==> config.mk <==
export PLATFORM = sky130hd
export DESIGN_NAME = dat_regs
export DESIGN_NICKNAME = d
export VERILOG_FILES = /design/src/hw/dat_pkg.sv /design/src/hw/dat_regs.sv /design/src/hw/dat_smbus_slave.sv /design/src/hw/dat_alert_timer.sv
export VERILOG_INCLUDE_DIRS = /design/src /design/src/hw
export SDC_FILE = /design/constraint.sdc
export NUM_CORES = 1
export LEC_CHECK = 0
export BUFFER_PORTS_ARGS = -buffer_cell sky130_fd_sc_hd__buf_2
export CAP_MARGIN = 0
export CORE_ASPECT_RATIO = 0.6
export CORE_MARGIN = 4
export CORE_UTILIZATION = 30
export DETAILED_ROUTE_END_ITERATION = 6
export HOLD_SLACK_MARGIN = 0.03
export PLACE_DENSITY = 0.47
export SETUP_SLACK_MARGIN = 0.15
export SYNTH_ARGS = -nofsm -noshare
export SYNTH_HDL_FRONTEND = slang
export SYNTH_HIERARCHICAL = 1
export SYNTH_SLANG_ARGS = --single-unit
export TNS_END_PERCENT = 20
==> constraint.sdc <==
create_clock -name sys_clk -period 6.2 [get_ports sys_clk]
set_clock_uncertainty 0.05 [all_clocks]
set_input_delay 0 -clock sys_clk [delete_from_list [all_inputs] [get_ports sys_clk]]
set_output_delay 0 -clock sys_clk [all_outputs]
set_load 0.02 [all_outputs]
==> src/hw/dat_params.svh <==
// command codes, field positions, reset values and timing constants
`ifndef DAT_PARAMS_SVH
`define DAT_PARAMS_SVH

`define DAT_CMD_CFG0    8'h39
`define DAT_CMD_CFG1    8'h3C
`define DAT_CMD_CFG2    8'h3D
`define DAT_CMD_INFO    8'h3A
`define DAT_CMD_THR     8'h48
`define DAT_CMD_CFG3    8'h4C
`define DAT_CMD_CFG4    8'h4E

`define DAT_THR_RST     16'h1000
`define DAT_CFG_RST     16'h0000
`define DAT_RD_NONE     16'h0000
`define DAT_THR_LO      8
`define DAT_THR_HI      13
`define DAT_THR_MAX     6'h32

`define DAT_LP_LO       3
`define DAT_LP_HI       4
`define DAT_LP_MA0      16'h2EE0
`define DAT_LP_MA1      16'h2710
`define DAT_LP_MA2      16'h1F40
`define DAT_LP_MA3      16'h1770

`define DAT_BUCK_LO     13
`define DAT_BUCK_HI     15
`define DAT_BOOST_LO    10
`define DAT_BOOST_HI    12
`define DAT_DEB_LO      9
`define DAT_DEB_HI      10
`define DAT_DUR_LO      6
`define DAT_DUR_HI      8

`define DAT_INFO_REF    15
`define DAT_INFO_PIN    14

`define DAT_CLK_NS      10
`define DAT_NS_PER_US   1000
`define DAT_LSV_DEB_NS  10000
`define DAT_SMB_ADDR    7'h5A

`endif

==> src/hw/dat_pkg.sv <==
// shared types of the discharge alert threshold block
package dat_pkg;

  typedef logic [23:0] dat_cnt_t;

  typedef enum logic [3:0] {
    SB_IDLE, SB_ADDR, SB_ACKA, SB_CMD, SB_ACKC, SB_WDAT, SB_ACKW, SB_TX, SB_RACK
  } dat_sb_state_t;

  typedef enum logic [1:0] {TM_IDLE, TM_DEB, TM_HOLD, TM_REL} dat_tm_state_t;

  typedef struct packed {
    logic        valid;
    logic [7:0]  cmd;
    logic [15:0] data;
  } dat_wr_t;

  typedef struct packed {
    dat_sb_state_t st;
    logic          scl;
    logic          sda;
    logic [7:0]    sh;
    logic [2:0]    bits;
    logic          full;
    logic          hi;
    logic          rnw;
    logic          oe;
    logic          wr_valid;
    logic [7:0]    cmd;
    logic [15:0]   data;
    logic [15:0]   tx;
  } dat_slave_t;

  typedef struct packed {
    dat_tm_state_t st;
    dat_cnt_t      cnt;
    logic          alert;
  } dat_timer_t;

  typedef struct packed {
    logic [15:0] cfg0;
    logic [15:0] cfg1;
    logic [15:0] cfg2;
    logic [15:0] cfg3;
    logic [15:0] cfg4;
    logic [15:0] thr;
    logic [15:0] thr_sel;
    logic        ref_on;
    logic        dc_hit;
    logic        drive;
    logic [4:0]  buck_ofs;
    logic [4:0]  boost_ofs;
  } dat_regs_t;

endpackage

==> src/hw/dat_regs.sv <==
// discharge alert threshold registers, control decode and throttle alert
// What this block does
// - threshold written by word command 0x48
// - threshold bits 13:8 weigh 256mA upward
// - only bits 13:8 stored, rest ignored
// - written codes above 110010 clamp to 110010
// - threshold resets to 0x1000
// - threshold reads back as stored
// - alert asserts after selected debounce time
// - alert stays on for selected minimum time
// - battery-only low power uses table threshold
// - battery-only detection needs power monitor enabled
// - info bit 15 shows comparator reference active
// - adapter present keeps reference always active
// - debounce shared; low voltage fixed 10us
// - commands 0x39 0x3C 0x3D reach config regs
// - commands 0x4C 0x4E reach config regs
// - bits 15:13 buck offset, revision scaled
// - bits 12:10 boost offset
`timescale 1ns/1ps
`include "dat_params.svh"
module dat_regs #(
  parameter logic [6:0]  SMB_ADDR   = `DAT_SMB_ADDR,
  parameter int unsigned DEB_US [4] = '{10, 50, 100, 500},
  parameter int unsigned HOLD_US[8] = '{100, 200, 500, 1000, 2000, 5000, 10000, 20000}
) (
  input  wire logic        sys_clk,
  input  wire logic        sys_rst,
  input  wire logic        scl_i,
  input  wire logic        sda_i,
  output logic             sda_o,
  output logic             sda_oe,
  input  wire logic [15:0] discharge_ma,
  input  wire logic        adapter_present,
  input  wire logic        adapter_overcurrent,
  input  wire logic        low_sys_voltage,
  input  wire logic        low_power_mode,
  input  wire logic        system_power_monitor_en,
  input  wire logic        silicon_revision_b,
  input  wire logic        throttle_alert_n_i,
  output logic             throttle_alert_n_o,
  output logic             throttle_alert_n_oe,
  output logic [15:0]      active_threshold_ma,
  output logic             comparator_ref_active,
  output logic [4:0]       buck_offset_half_mv,
  output logic [4:0]       boost_offset_half_mv
);
  import dat_pkg::*;

  localparam int unsigned NSRC = 3;

  // round up: a debounce or hold is a least time
  function automatic dat_cnt_t to_cyc(input int unsigned ns);
    int unsigned c;
    c = (ns + `DAT_CLK_NS - 1) / `DAT_CLK_NS;
    if (c == 0) c = 1;
    return dat_cnt_t'(c);
  endfunction

  // signed offset in half millivolt units; revision b doubles the step
  function automatic logic [4:0] ofs_code(input logic [2:0] code,
                                          input logic       rev_b);
    logic [4:0] ext;
    ext = {{2{code[2]}}, code};
    return rev_b ? {ext[3:0], 1'b0} : ext;
  endfunction

  dat_regs_t   r_q;
  dat_regs_t   r_d;
  dat_wr_t     wr;
  logic [7:0]  rd_cmd;
  logic [15:0] rd_data;
  logic [5:0]  thr_field;
  logic [15:0] lp_thr;
  logic [15:0] thr_now;
  logic        ref_now;
  dat_cnt_t    deb_lut  [4];
  dat_cnt_t    hold_lut [8];
  dat_cnt_t    deb_sel;
  dat_cnt_t    hold_sel;
  dat_cnt_t    deb_v    [NSRC];
  logic        cond_v   [NSRC];
  logic [NSRC-1:0] alert_v;

  dat_smbus_slave #(
    .ADDR    (SMB_ADDR)
  ) u_slave (
    .sys_clk (sys_clk),
    .sys_rst (sys_rst),
    .scl_i   (scl_i),
    .sda_i   (sda_i),
    .sda_o   (sda_o),
    .sda_oe  (sda_oe),
    .wr      (wr),
    .rd_cmd  (rd_cmd),
    .rd_data (rd_data)
  );

  for (genvar g = 0; g < 4; g++) begin : g_deb
    assign deb_lut[g] = to_cyc(DEB_US[g] * `DAT_NS_PER_US);
  end
  for (genvar g = 0; g < 8; g++) begin : g_hold
    assign hold_lut[g] = to_cyc(HOLD_US[g] * `DAT_NS_PER_US);
  end

  assign deb_sel  = deb_lut[r_q.cfg2[`DAT_DEB_HI:`DAT_DEB_LO]];
  assign hold_sel = hold_lut[r_q.cfg2[`DAT_DUR_HI:`DAT_DUR_LO]];

  // clamp: values above the top code store the top code
  assign thr_field = (wr.data[`DAT_THR_HI:`DAT_THR_LO] > `DAT_THR_MAX) ?
                     `DAT_THR_MAX : wr.data[`DAT_THR_HI:`DAT_THR_LO];

  always_comb begin
    case (r_q.cfg0[`DAT_LP_HI:`DAT_LP_LO])
      2'h0:    lp_thr = `DAT_LP_MA0;
      2'h1:    lp_thr = `DAT_LP_MA1;
      2'h2:    lp_thr = `DAT_LP_MA2;
      default: lp_thr = `DAT_LP_MA3;
    endcase
  end

  // reference is forced on with an adapter, else follows the monitor
  assign ref_now = adapter_present | system_power_monitor_en;
  // bits 13:8 at weight 256 make the register value itself the mA figure
  assign thr_now = (~adapter_present & low_power_mode) ? lp_thr : r_q.thr;

  always_comb begin
    r_d           = r_q;
    r_d.ref_on    = ref_now;
    r_d.thr_sel   = thr_now;
    r_d.dc_hit    = ref_now & (discharge_ma > thr_now);
    r_d.drive     = |alert_v;
    r_d.buck_ofs  = ofs_code(r_q.cfg0[`DAT_BUCK_HI:`DAT_BUCK_LO],
                             silicon_revision_b);
    r_d.boost_ofs = ofs_code(r_q.cfg0[`DAT_BOOST_HI:`DAT_BOOST_LO],
                             1'b0);
    if (wr.valid) begin
      case (wr.cmd)
        `DAT_CMD_CFG0: r_d.cfg0 = wr.data;
        `DAT_CMD_CFG1: r_d.cfg1 = wr.data;
        `DAT_CMD_CFG2: r_d.cfg2 = wr.data;
        `DAT_CMD_CFG3: r_d.cfg3 = wr.data;
        `DAT_CMD_CFG4: r_d.cfg4 = wr.data;
        `DAT_CMD_THR: begin
          r_d.thr = '0;
          r_d.thr[`DAT_THR_HI:`DAT_THR_LO] = thr_field;
        end
        default: ;
      endcase
    end
  end

  // unknown commands read as zero; writes to them are dropped
  always_comb begin
    rd_data = `DAT_RD_NONE;
    case (rd_cmd)
      `DAT_CMD_CFG0: rd_data = r_q.cfg0;
      `DAT_CMD_CFG1: rd_data = r_q.cfg1;
      `DAT_CMD_CFG2: rd_data = r_q.cfg2;
      `DAT_CMD_CFG3: rd_data = r_q.cfg3;
      `DAT_CMD_CFG4: rd_data = r_q.cfg4;
      `DAT_CMD_THR:  rd_data = r_q.thr;
      `DAT_CMD_INFO: begin
        rd_data[`DAT_INFO_REF] = r_q.ref_on;
        rd_data[`DAT_INFO_PIN] = throttle_alert_n_i;
      end
      default: ;
    endcase
  end

  // source 0 discharge, 1 adapter, 2 low system voltage
  assign cond_v[0] = r_q.dc_hit;
  assign cond_v[1] = adapter_overcurrent;
  assign cond_v[2] = low_sys_voltage;
  assign deb_v[0]  = deb_sel;
  assign deb_v[1]  = deb_sel;
  assign deb_v[2]  = to_cyc(`DAT_LSV_DEB_NS);

  for (genvar g = 0; g < NSRC; g++) begin : g_src
    dat_alert_timer u_tmr (
      .sys_clk  (sys_clk),
      .sys_rst  (sys_rst),
      .cond     (cond_v[g]),
      .deb_cyc  (deb_v[g]),
      .hold_cyc (hold_sel),
      .alert    (alert_v[g])
    );
  end

  always_ff @(posedge sys_clk or posedge sys_rst) begin
    if (sys_rst) begin
      r_q      <= '0;
      r_q.cfg0 <= `DAT_CFG_RST;
      r_q.cfg1 <= `DAT_CFG_RST;
      r_q.cfg2 <= `DAT_CFG_RST;
      r_q.cfg3 <= `DAT_CFG_RST;
      r_q.cfg4 <= `DAT_CFG_RST;
      r_q.thr  <= `DAT_THR_RST;
    end else begin
      r_q <= r_d;
    end
  end

  // open drain: only ever pulls low
  assign throttle_alert_n_o    = 1'b0;
  assign throttle_alert_n_oe   = r_q.drive;
  assign active_threshold_ma   = r_q.thr_sel;
  assign comparator_ref_active = r_q.ref_on;
  assign buck_offset_half_mv   = r_q.buck_ofs;
  assign boost_offset_half_mv  = r_q.boost_ofs;
endmodule

==> src/hw/dat_smbus_slave.sv <==
// smbus word slave: write-word and read-word with repeated start
`timescale 1ns/1ps
`include "dat_params.svh"
module dat_smbus_slave #(
  parameter logic [6:0] ADDR = `DAT_SMB_ADDR  // arbitrary default address
) (
  input  wire logic            sys_clk,
  input  wire logic            sys_rst,
  input  wire logic            scl_i,
  input  wire logic            sda_i,
  output logic                 sda_o,
  output logic                 sda_oe,
  output dat_pkg::dat_wr_t     wr,
  output logic [7:0]           rd_cmd,
  input  wire logic [15:0]     rd_data
);
  import dat_pkg::*;

  dat_slave_t s_q;
  dat_slave_t s_d;
  logic       rise;
  logic       fall;
  logic       start;
  logic       stop;

  assign rise  = scl_i & ~s_q.scl;
  assign fall  = ~scl_i & s_q.scl;
  assign start = scl_i & s_q.scl & s_q.sda & ~sda_i;
  assign stop  = scl_i & s_q.scl & ~s_q.sda & sda_i;

  always_comb begin
    s_d          = s_q;
    s_d.scl      = scl_i;
    s_d.sda      = sda_i;
    s_d.wr_valid = 1'b0;
    if (start) begin
      s_d.st   = SB_ADDR;
      s_d.bits = 3'h0;
      s_d.full = 1'b0;
      s_d.hi   = 1'b0;
      s_d.oe   = 1'b0;
    end else if (stop) begin
      s_d.st = SB_IDLE;
      s_d.oe = 1'b0;
    end else if (rise) begin
      case (s_q.st)
        SB_ADDR, SB_CMD, SB_WDAT: begin
          s_d.sh   = {s_q.sh[6:0], sda_i};
          s_d.bits = s_q.bits + 3'h1;
          s_d.full = (s_q.bits == 3'h7);
        end
        SB_RACK: if (sda_i) s_d.st = SB_IDLE;  // host nack ends the read
        default: ;
      endcase
    end else if (fall) begin
      case (s_q.st)
        SB_ADDR: if (s_q.full) begin
          s_d.full = 1'b0;
          if (s_q.sh[7:1] == ADDR) begin
            s_d.st  = SB_ACKA;
            s_d.oe  = 1'b1;
            s_d.rnw = s_q.sh[0];
          end else begin
            s_d.st = SB_IDLE;
          end
        end
        SB_CMD: if (s_q.full) begin
          s_d.full = 1'b0;
          s_d.cmd  = s_q.sh;
          s_d.st   = SB_ACKC;
          s_d.oe   = 1'b1;
        end
        SB_WDAT: if (s_q.full) begin
          s_d.full = 1'b0;
          s_d.st   = SB_ACKW;
          s_d.oe   = 1'b1;
          if (!s_q.hi) begin
            s_d.data[7:0] = s_q.sh;
            s_d.hi        = 1'b1;
          end else begin
            s_d.data[15:8] = s_q.sh;
            s_d.hi         = 1'b0;
            s_d.wr_valid   = 1'b1;
          end
        end
        SB_ACKA: begin
          s_d.bits = 3'h0;
          s_d.hi   = 1'b0;
          if (s_q.rnw) begin
            s_d.tx = rd_data;
            s_d.sh = rd_data[7:0];
            s_d.oe = ~rd_data[7];
            s_d.st = SB_TX;
          end else begin
            s_d.oe = 1'b0;
            s_d.st = SB_CMD;
          end
        end
        SB_ACKC: begin
          s_d.oe = 1'b0;
          s_d.st = SB_WDAT;
        end
        SB_ACKW: begin
          s_d.oe = 1'b0;
          s_d.st = s_q.hi ? SB_WDAT : SB_IDLE;
        end
        SB_TX: begin
          if (s_q.bits == 3'h7) begin
            s_d.oe = 1'b0;
            s_d.st = SB_RACK;
          end else begin
            s_d.sh   = {s_q.sh[6:0], 1'b0};
            s_d.oe   = ~s_q.sh[6];
            s_d.bits = s_q.bits + 3'h1;
          end
        end
        SB_RACK: begin
          // low byte first; bytes past the word read as 0x80
          s_d.sh   = s_q.hi ? 8'h00 : s_q.tx[15:8];
          s_d.oe   = ~s_q.hi & ~s_q.tx[15];
          s_d.hi   = 1'b1;
          s_d.bits = 3'h0;
          s_d.st   = SB_TX;
        end
        default: s_d.st = SB_IDLE;
      endcase
    end
  end

  always_ff @(posedge sys_clk or posedge sys_rst) begin
    if (sys_rst) begin
      s_q     <= '0;
      s_q.scl <= 1'b1;
      s_q.sda <= 1'b1;
    end else begin
      s_q <= s_d;
    end
  end

  assign sda_o    = 1'b0;
  assign sda_oe   = s_q.oe;
  assign wr.valid = s_q.wr_valid;
  assign wr.cmd   = s_q.cmd;
  assign wr.data  = s_q.data;
  assign rd_cmd   = s_q.cmd;
endmodule

==> src/hw/dat_alert_timer.sv <==
// debounce then minimum-hold latch for one alert source
`timescale 1ns/1ps
module dat_alert_timer (
  input  wire logic              sys_clk,
  input  wire logic              sys_rst,
  input  wire logic              cond,
  input  wire dat_pkg::dat_cnt_t deb_cyc,
  input  wire dat_pkg::dat_cnt_t hold_cyc,
  output logic                   alert
);
  import dat_pkg::*;

  dat_timer_t t_q;
  dat_timer_t t_d;

  always_comb begin
    t_d = t_q;
    case (t_q.st)
      TM_IDLE: if (cond) begin
        t_d.st  = TM_DEB;
        t_d.cnt = '0;
      end
      TM_DEB: begin
        // a glitch shorter than the debounce restarts the wait
        if (!cond) begin
          t_d.st = TM_IDLE;
        end else if (t_q.cnt + 24'h1 >= deb_cyc) begin
          t_d.st    = TM_HOLD;
          t_d.cnt   = '0;
          t_d.alert = 1'b1;
        end else begin
          t_d.cnt = t_q.cnt + 24'h1;
        end
      end
      TM_HOLD: begin
        if (t_q.cnt + 24'h1 >= hold_cyc) t_d.st = TM_REL;
        else t_d.cnt = t_q.cnt + 24'h1;
      end
      TM_REL: if (!cond) begin
        t_d.st    = TM_IDLE;
        t_d.alert = 1'b0;
      end
      default: t_d.st = TM_IDLE;
    endcase
  end

  always_ff @(posedge sys_clk or posedge sys_rst) begin
    if (sys_rst) t_q <= '0;
    else t_q <= t_d;
  end

  assign alert = t_q.alert;
endmodule

==> metrics <==
status finished with violations; violated checks design-rule violations; DP Wirelength ~35 mm; Highest Clock Rate 198.9 MHz; post-synthesis async set-or-reset flop share 1.000; reg2reg setup slack roughly 1.2 ns; cts bufs inserted 29; Max clock buf depth 3; CTS Sinks 241; Fillers 5776; synthesized area 17410 um2; DRT antenna net count 0; Post-synth EDFFs 0; die width 319.0 um; Initial Util 0.3032; final WL 45.69 mm; Max IR drop VDD 0.0002160 V; Synth Register Bits 241; vias per cell a little under 5; Final Critical Period 5.029 ns; worst hold slack 0.04121 ns; H-Tree Depth 1; Die Span Y 194.6 um; Syn Inst Count about 1.8k; CTS root buffer clkbuf_16; most frequently used flop master after synthesis dfrtp_1; Final GP Congestion 0.8571; Total Routing Usage GR 0.1447; site row count 68; Core Region 57430 um2; Slew @ Worst Pin 1.187 ns; vias in the first global route 12.47k; Worst R2R Path Depth 14; drc violations 6; initial antenna violation count 0; first-pass GRT wire length 72.71 mm; most frequent cell after synthesis dfrtp_1; area of the multi-input gates 10280 um2; Final Cycle Share 0.8111; count of cell types in the netlist 106; largest net degree at the start of global routing slightly above 70; Hold Path Class input pin to asynchronous set/reset pin; gr ovfl total 0; Max Slew Vio Count 0; die area ~62000 um2; Final setup viols 0; wire per inst 17.12 um; Final nets 2099; Clock Latency Late Sink roughly 0.58 ns; Initial DRT Pass Iterations 7; worst path required time approximately 6.6 ns; critical path fanouts, max 13; Final TNS setup 0 ns; Non-Filler Instances between 2k and 3k; top post-synthesis cells by area dfrtp_1 (34%), ha_1 (14%), mux2_2 (8.1%); Area Overhead vs Synth 12.12%; FF+latch area about 6000 um2; I/O pin count 58; Slew Limit Headroom 0.2077; Antenna Cells 0; Synth Warn # 6; reg2reg end g_src[0].u_tmr/t_q[8]; Cell Pwr Density 234.2 nW/um2; synth cell count leaders dfrtp_1 (238), ha_1 (196), inv_1 (183); sequential element share of the synthesized area 0.3466; CP Launch Type register; port bufs 49; via count 13.18k; origin of the worst setup path g_src[0].u_tmr/t_q[1]; Critical R2R Launch g_src[0].u_tmr/t_q[1]; RSZ-0062 raised after global routing false; Reg clk slew, reported paths 0.07 ns; layout cell share with drive strength beyond 1 0.1680; post-CTS setup buffer count 0; CP Capture Type register; crit path DAT ~5.4 ns; Starting DRT DRC Count 896; syn_area_per_cell between 9 and 10 um2; crit path capture g_src[0].u_tmr/t_q[8]; CTS tree yes; CP Class register to register; Hold Fails Final Rpt 0; max_cap viols 0; static leakage 9.643 nW; placed cell count 2600; Yosys top cell area share 0.3421; Yosys top cell by area dfrtp_1
## where the power goes
group	switching [W]	total (W)	internal (W)
Sequential	0.000118	0.00175	0.00164
Combinational	0.000563	0.000881	0.000318
Clock	0.000733	0.00194	0.00120
Total	0.00141	0.00457	0.00316
## what timing repair did
item	4_1_cts	5_1_grt
hold buffers	15	0
resized for setup	0	0
hold endpoints to repair	167	0
## logic make-up (layout without fill, tap and decap cells)
family,Yosys count,count (layout),synth area share
compound gates,364,364,0.1498
xor+xnor,49,49,0.02465
fa+ha+maj,196,196,0.1409
buf+inv,291,310,0.08056
flops,241,241,0.3466
mux,144,144,0.09292
other cells,3,84,0.0006467
simple gates,511,511,0.1639
## flip-flops by register name (all words and copies together) (netlist names), named ones only
signal,count
r_d,3
u_slave/s_q,28
active_threshold_ma,10
g_src.u_tmr/t_q,75
buck_offset_half_mv,4
throttle_alert_n_oe,1
cond_v,1
u_slave/sda_oe,1
comparator_ref_active,1
boost_offset_half_mv,3
u_slave/rd_cmd,8
g_src.u_tmr/alert,3
u_slave/wr,17
r_q,83
## layout by cell type, fill, tap and decap left out, types with 9 or more instances in the layout
cell / n
o21ai_0: 64
nor2_1: 86
xor2_1: 17
clkbuf_16: 29
conb_1: 84
mux2i_1: 15
and3_1: 28
dlygate4sd3_1: 15
nor2b_1: 23
nor3_1: 19
xnor2_1: 32
nand3_1: 43
a22oi_1: 10
nand2b_1: 29
inv_1: 181
nand4_1: 33
a21oi_1: 92
nand2_1: 140
or3_1: 10
nor4_1: 11
a21o_1: 24
mux2_2: 125
dfrtp_1: 238
a22o_1: 38
buf_4: 9
or2_2: 12
o21a_1: 12
ha_1: 196
buf_2: 49
## routing by layer
layer | vias up | part of all wire | track usage | wire [um]
met5 | - | 0 | 0 | 0
met4 | 0 | 0.013 | 0.02047 | 605
met3 | 38 | 0.061 | 0.02446 | 2781
met2 | 310 | 0.36 | 0.1856 | 16590
met1 | 6388 | 0.56 | 0.2472 | 25710
li1 | 6441 | - | - | -
## worst max-delay path, cell delays in order (launching register included)
cell and delay (ns):
dfrtp_1 0.43, nand3_1 0.20, nor2_1 0.31, nand3_1 0.26
nor2_1 0.34, nand3_1 0.22, xnor2_1 0.20, ha_1 0.31
nand4_1 0.21, nor4_1 0.77, o311a_1 0.51, nor3_1 0.13
o21ai_2 0.60, a2bb2oi_1 0.23, o21ai_0 0.09
## through the flow
| step | instance area, um2 | total power (W) | setup slack [ns] | utilization |
|---|---|---|---|---|
| 6_report | 19520 | 0.004573 | 1.171 | 0.3399 |
| 2_1_floorplan | 17710 | 0.002419 | 2.615 | - |
| 3_5_place_dp | 18280 | 0.002655 | 1.245 | 0.3183 |
| 4_1_cts | 19520 | 0.004642 | 1.201 | 0.3399 |
| 5_1_grt | 19520 | 0.004828 | 0.6253 | 0.3399 |
| 3_3_place_gp | 18280 | 0.002644 | 1.245 | 0.3183 |
## layout make-up
type / instances / area share
inverters: 183 / 0.03532
clock inverters: 19 / 0.01564
well taps: 770 / 0.04935
multi-input cells: 1348 / 0.5265
clock buffers: 35 / 0.04038
repair buffers: 73 / 0.02371
flip-flops and latches: 241 / 0.3091
## worst min path at each step
stage                        from              end  slack [ns]  cells after the start
after floorplan             sda_i  u_slave/s_q[56]       -0.05                      0
after global placement      scl_i  u_slave/s_q[57]        0.09                      1
after detailed placement    scl_i  u_slave/s_q[57]         0.1                      1
after CTS                 sys_rst  u_slave/s_q[58]        0.03                      3
after global routing      sys_rst  u_slave/s_q[58]        0.06                      3
final                     sys_rst  u_slave/s_q[58]        0.04                      3
Power figures use the tool's default switching activity.
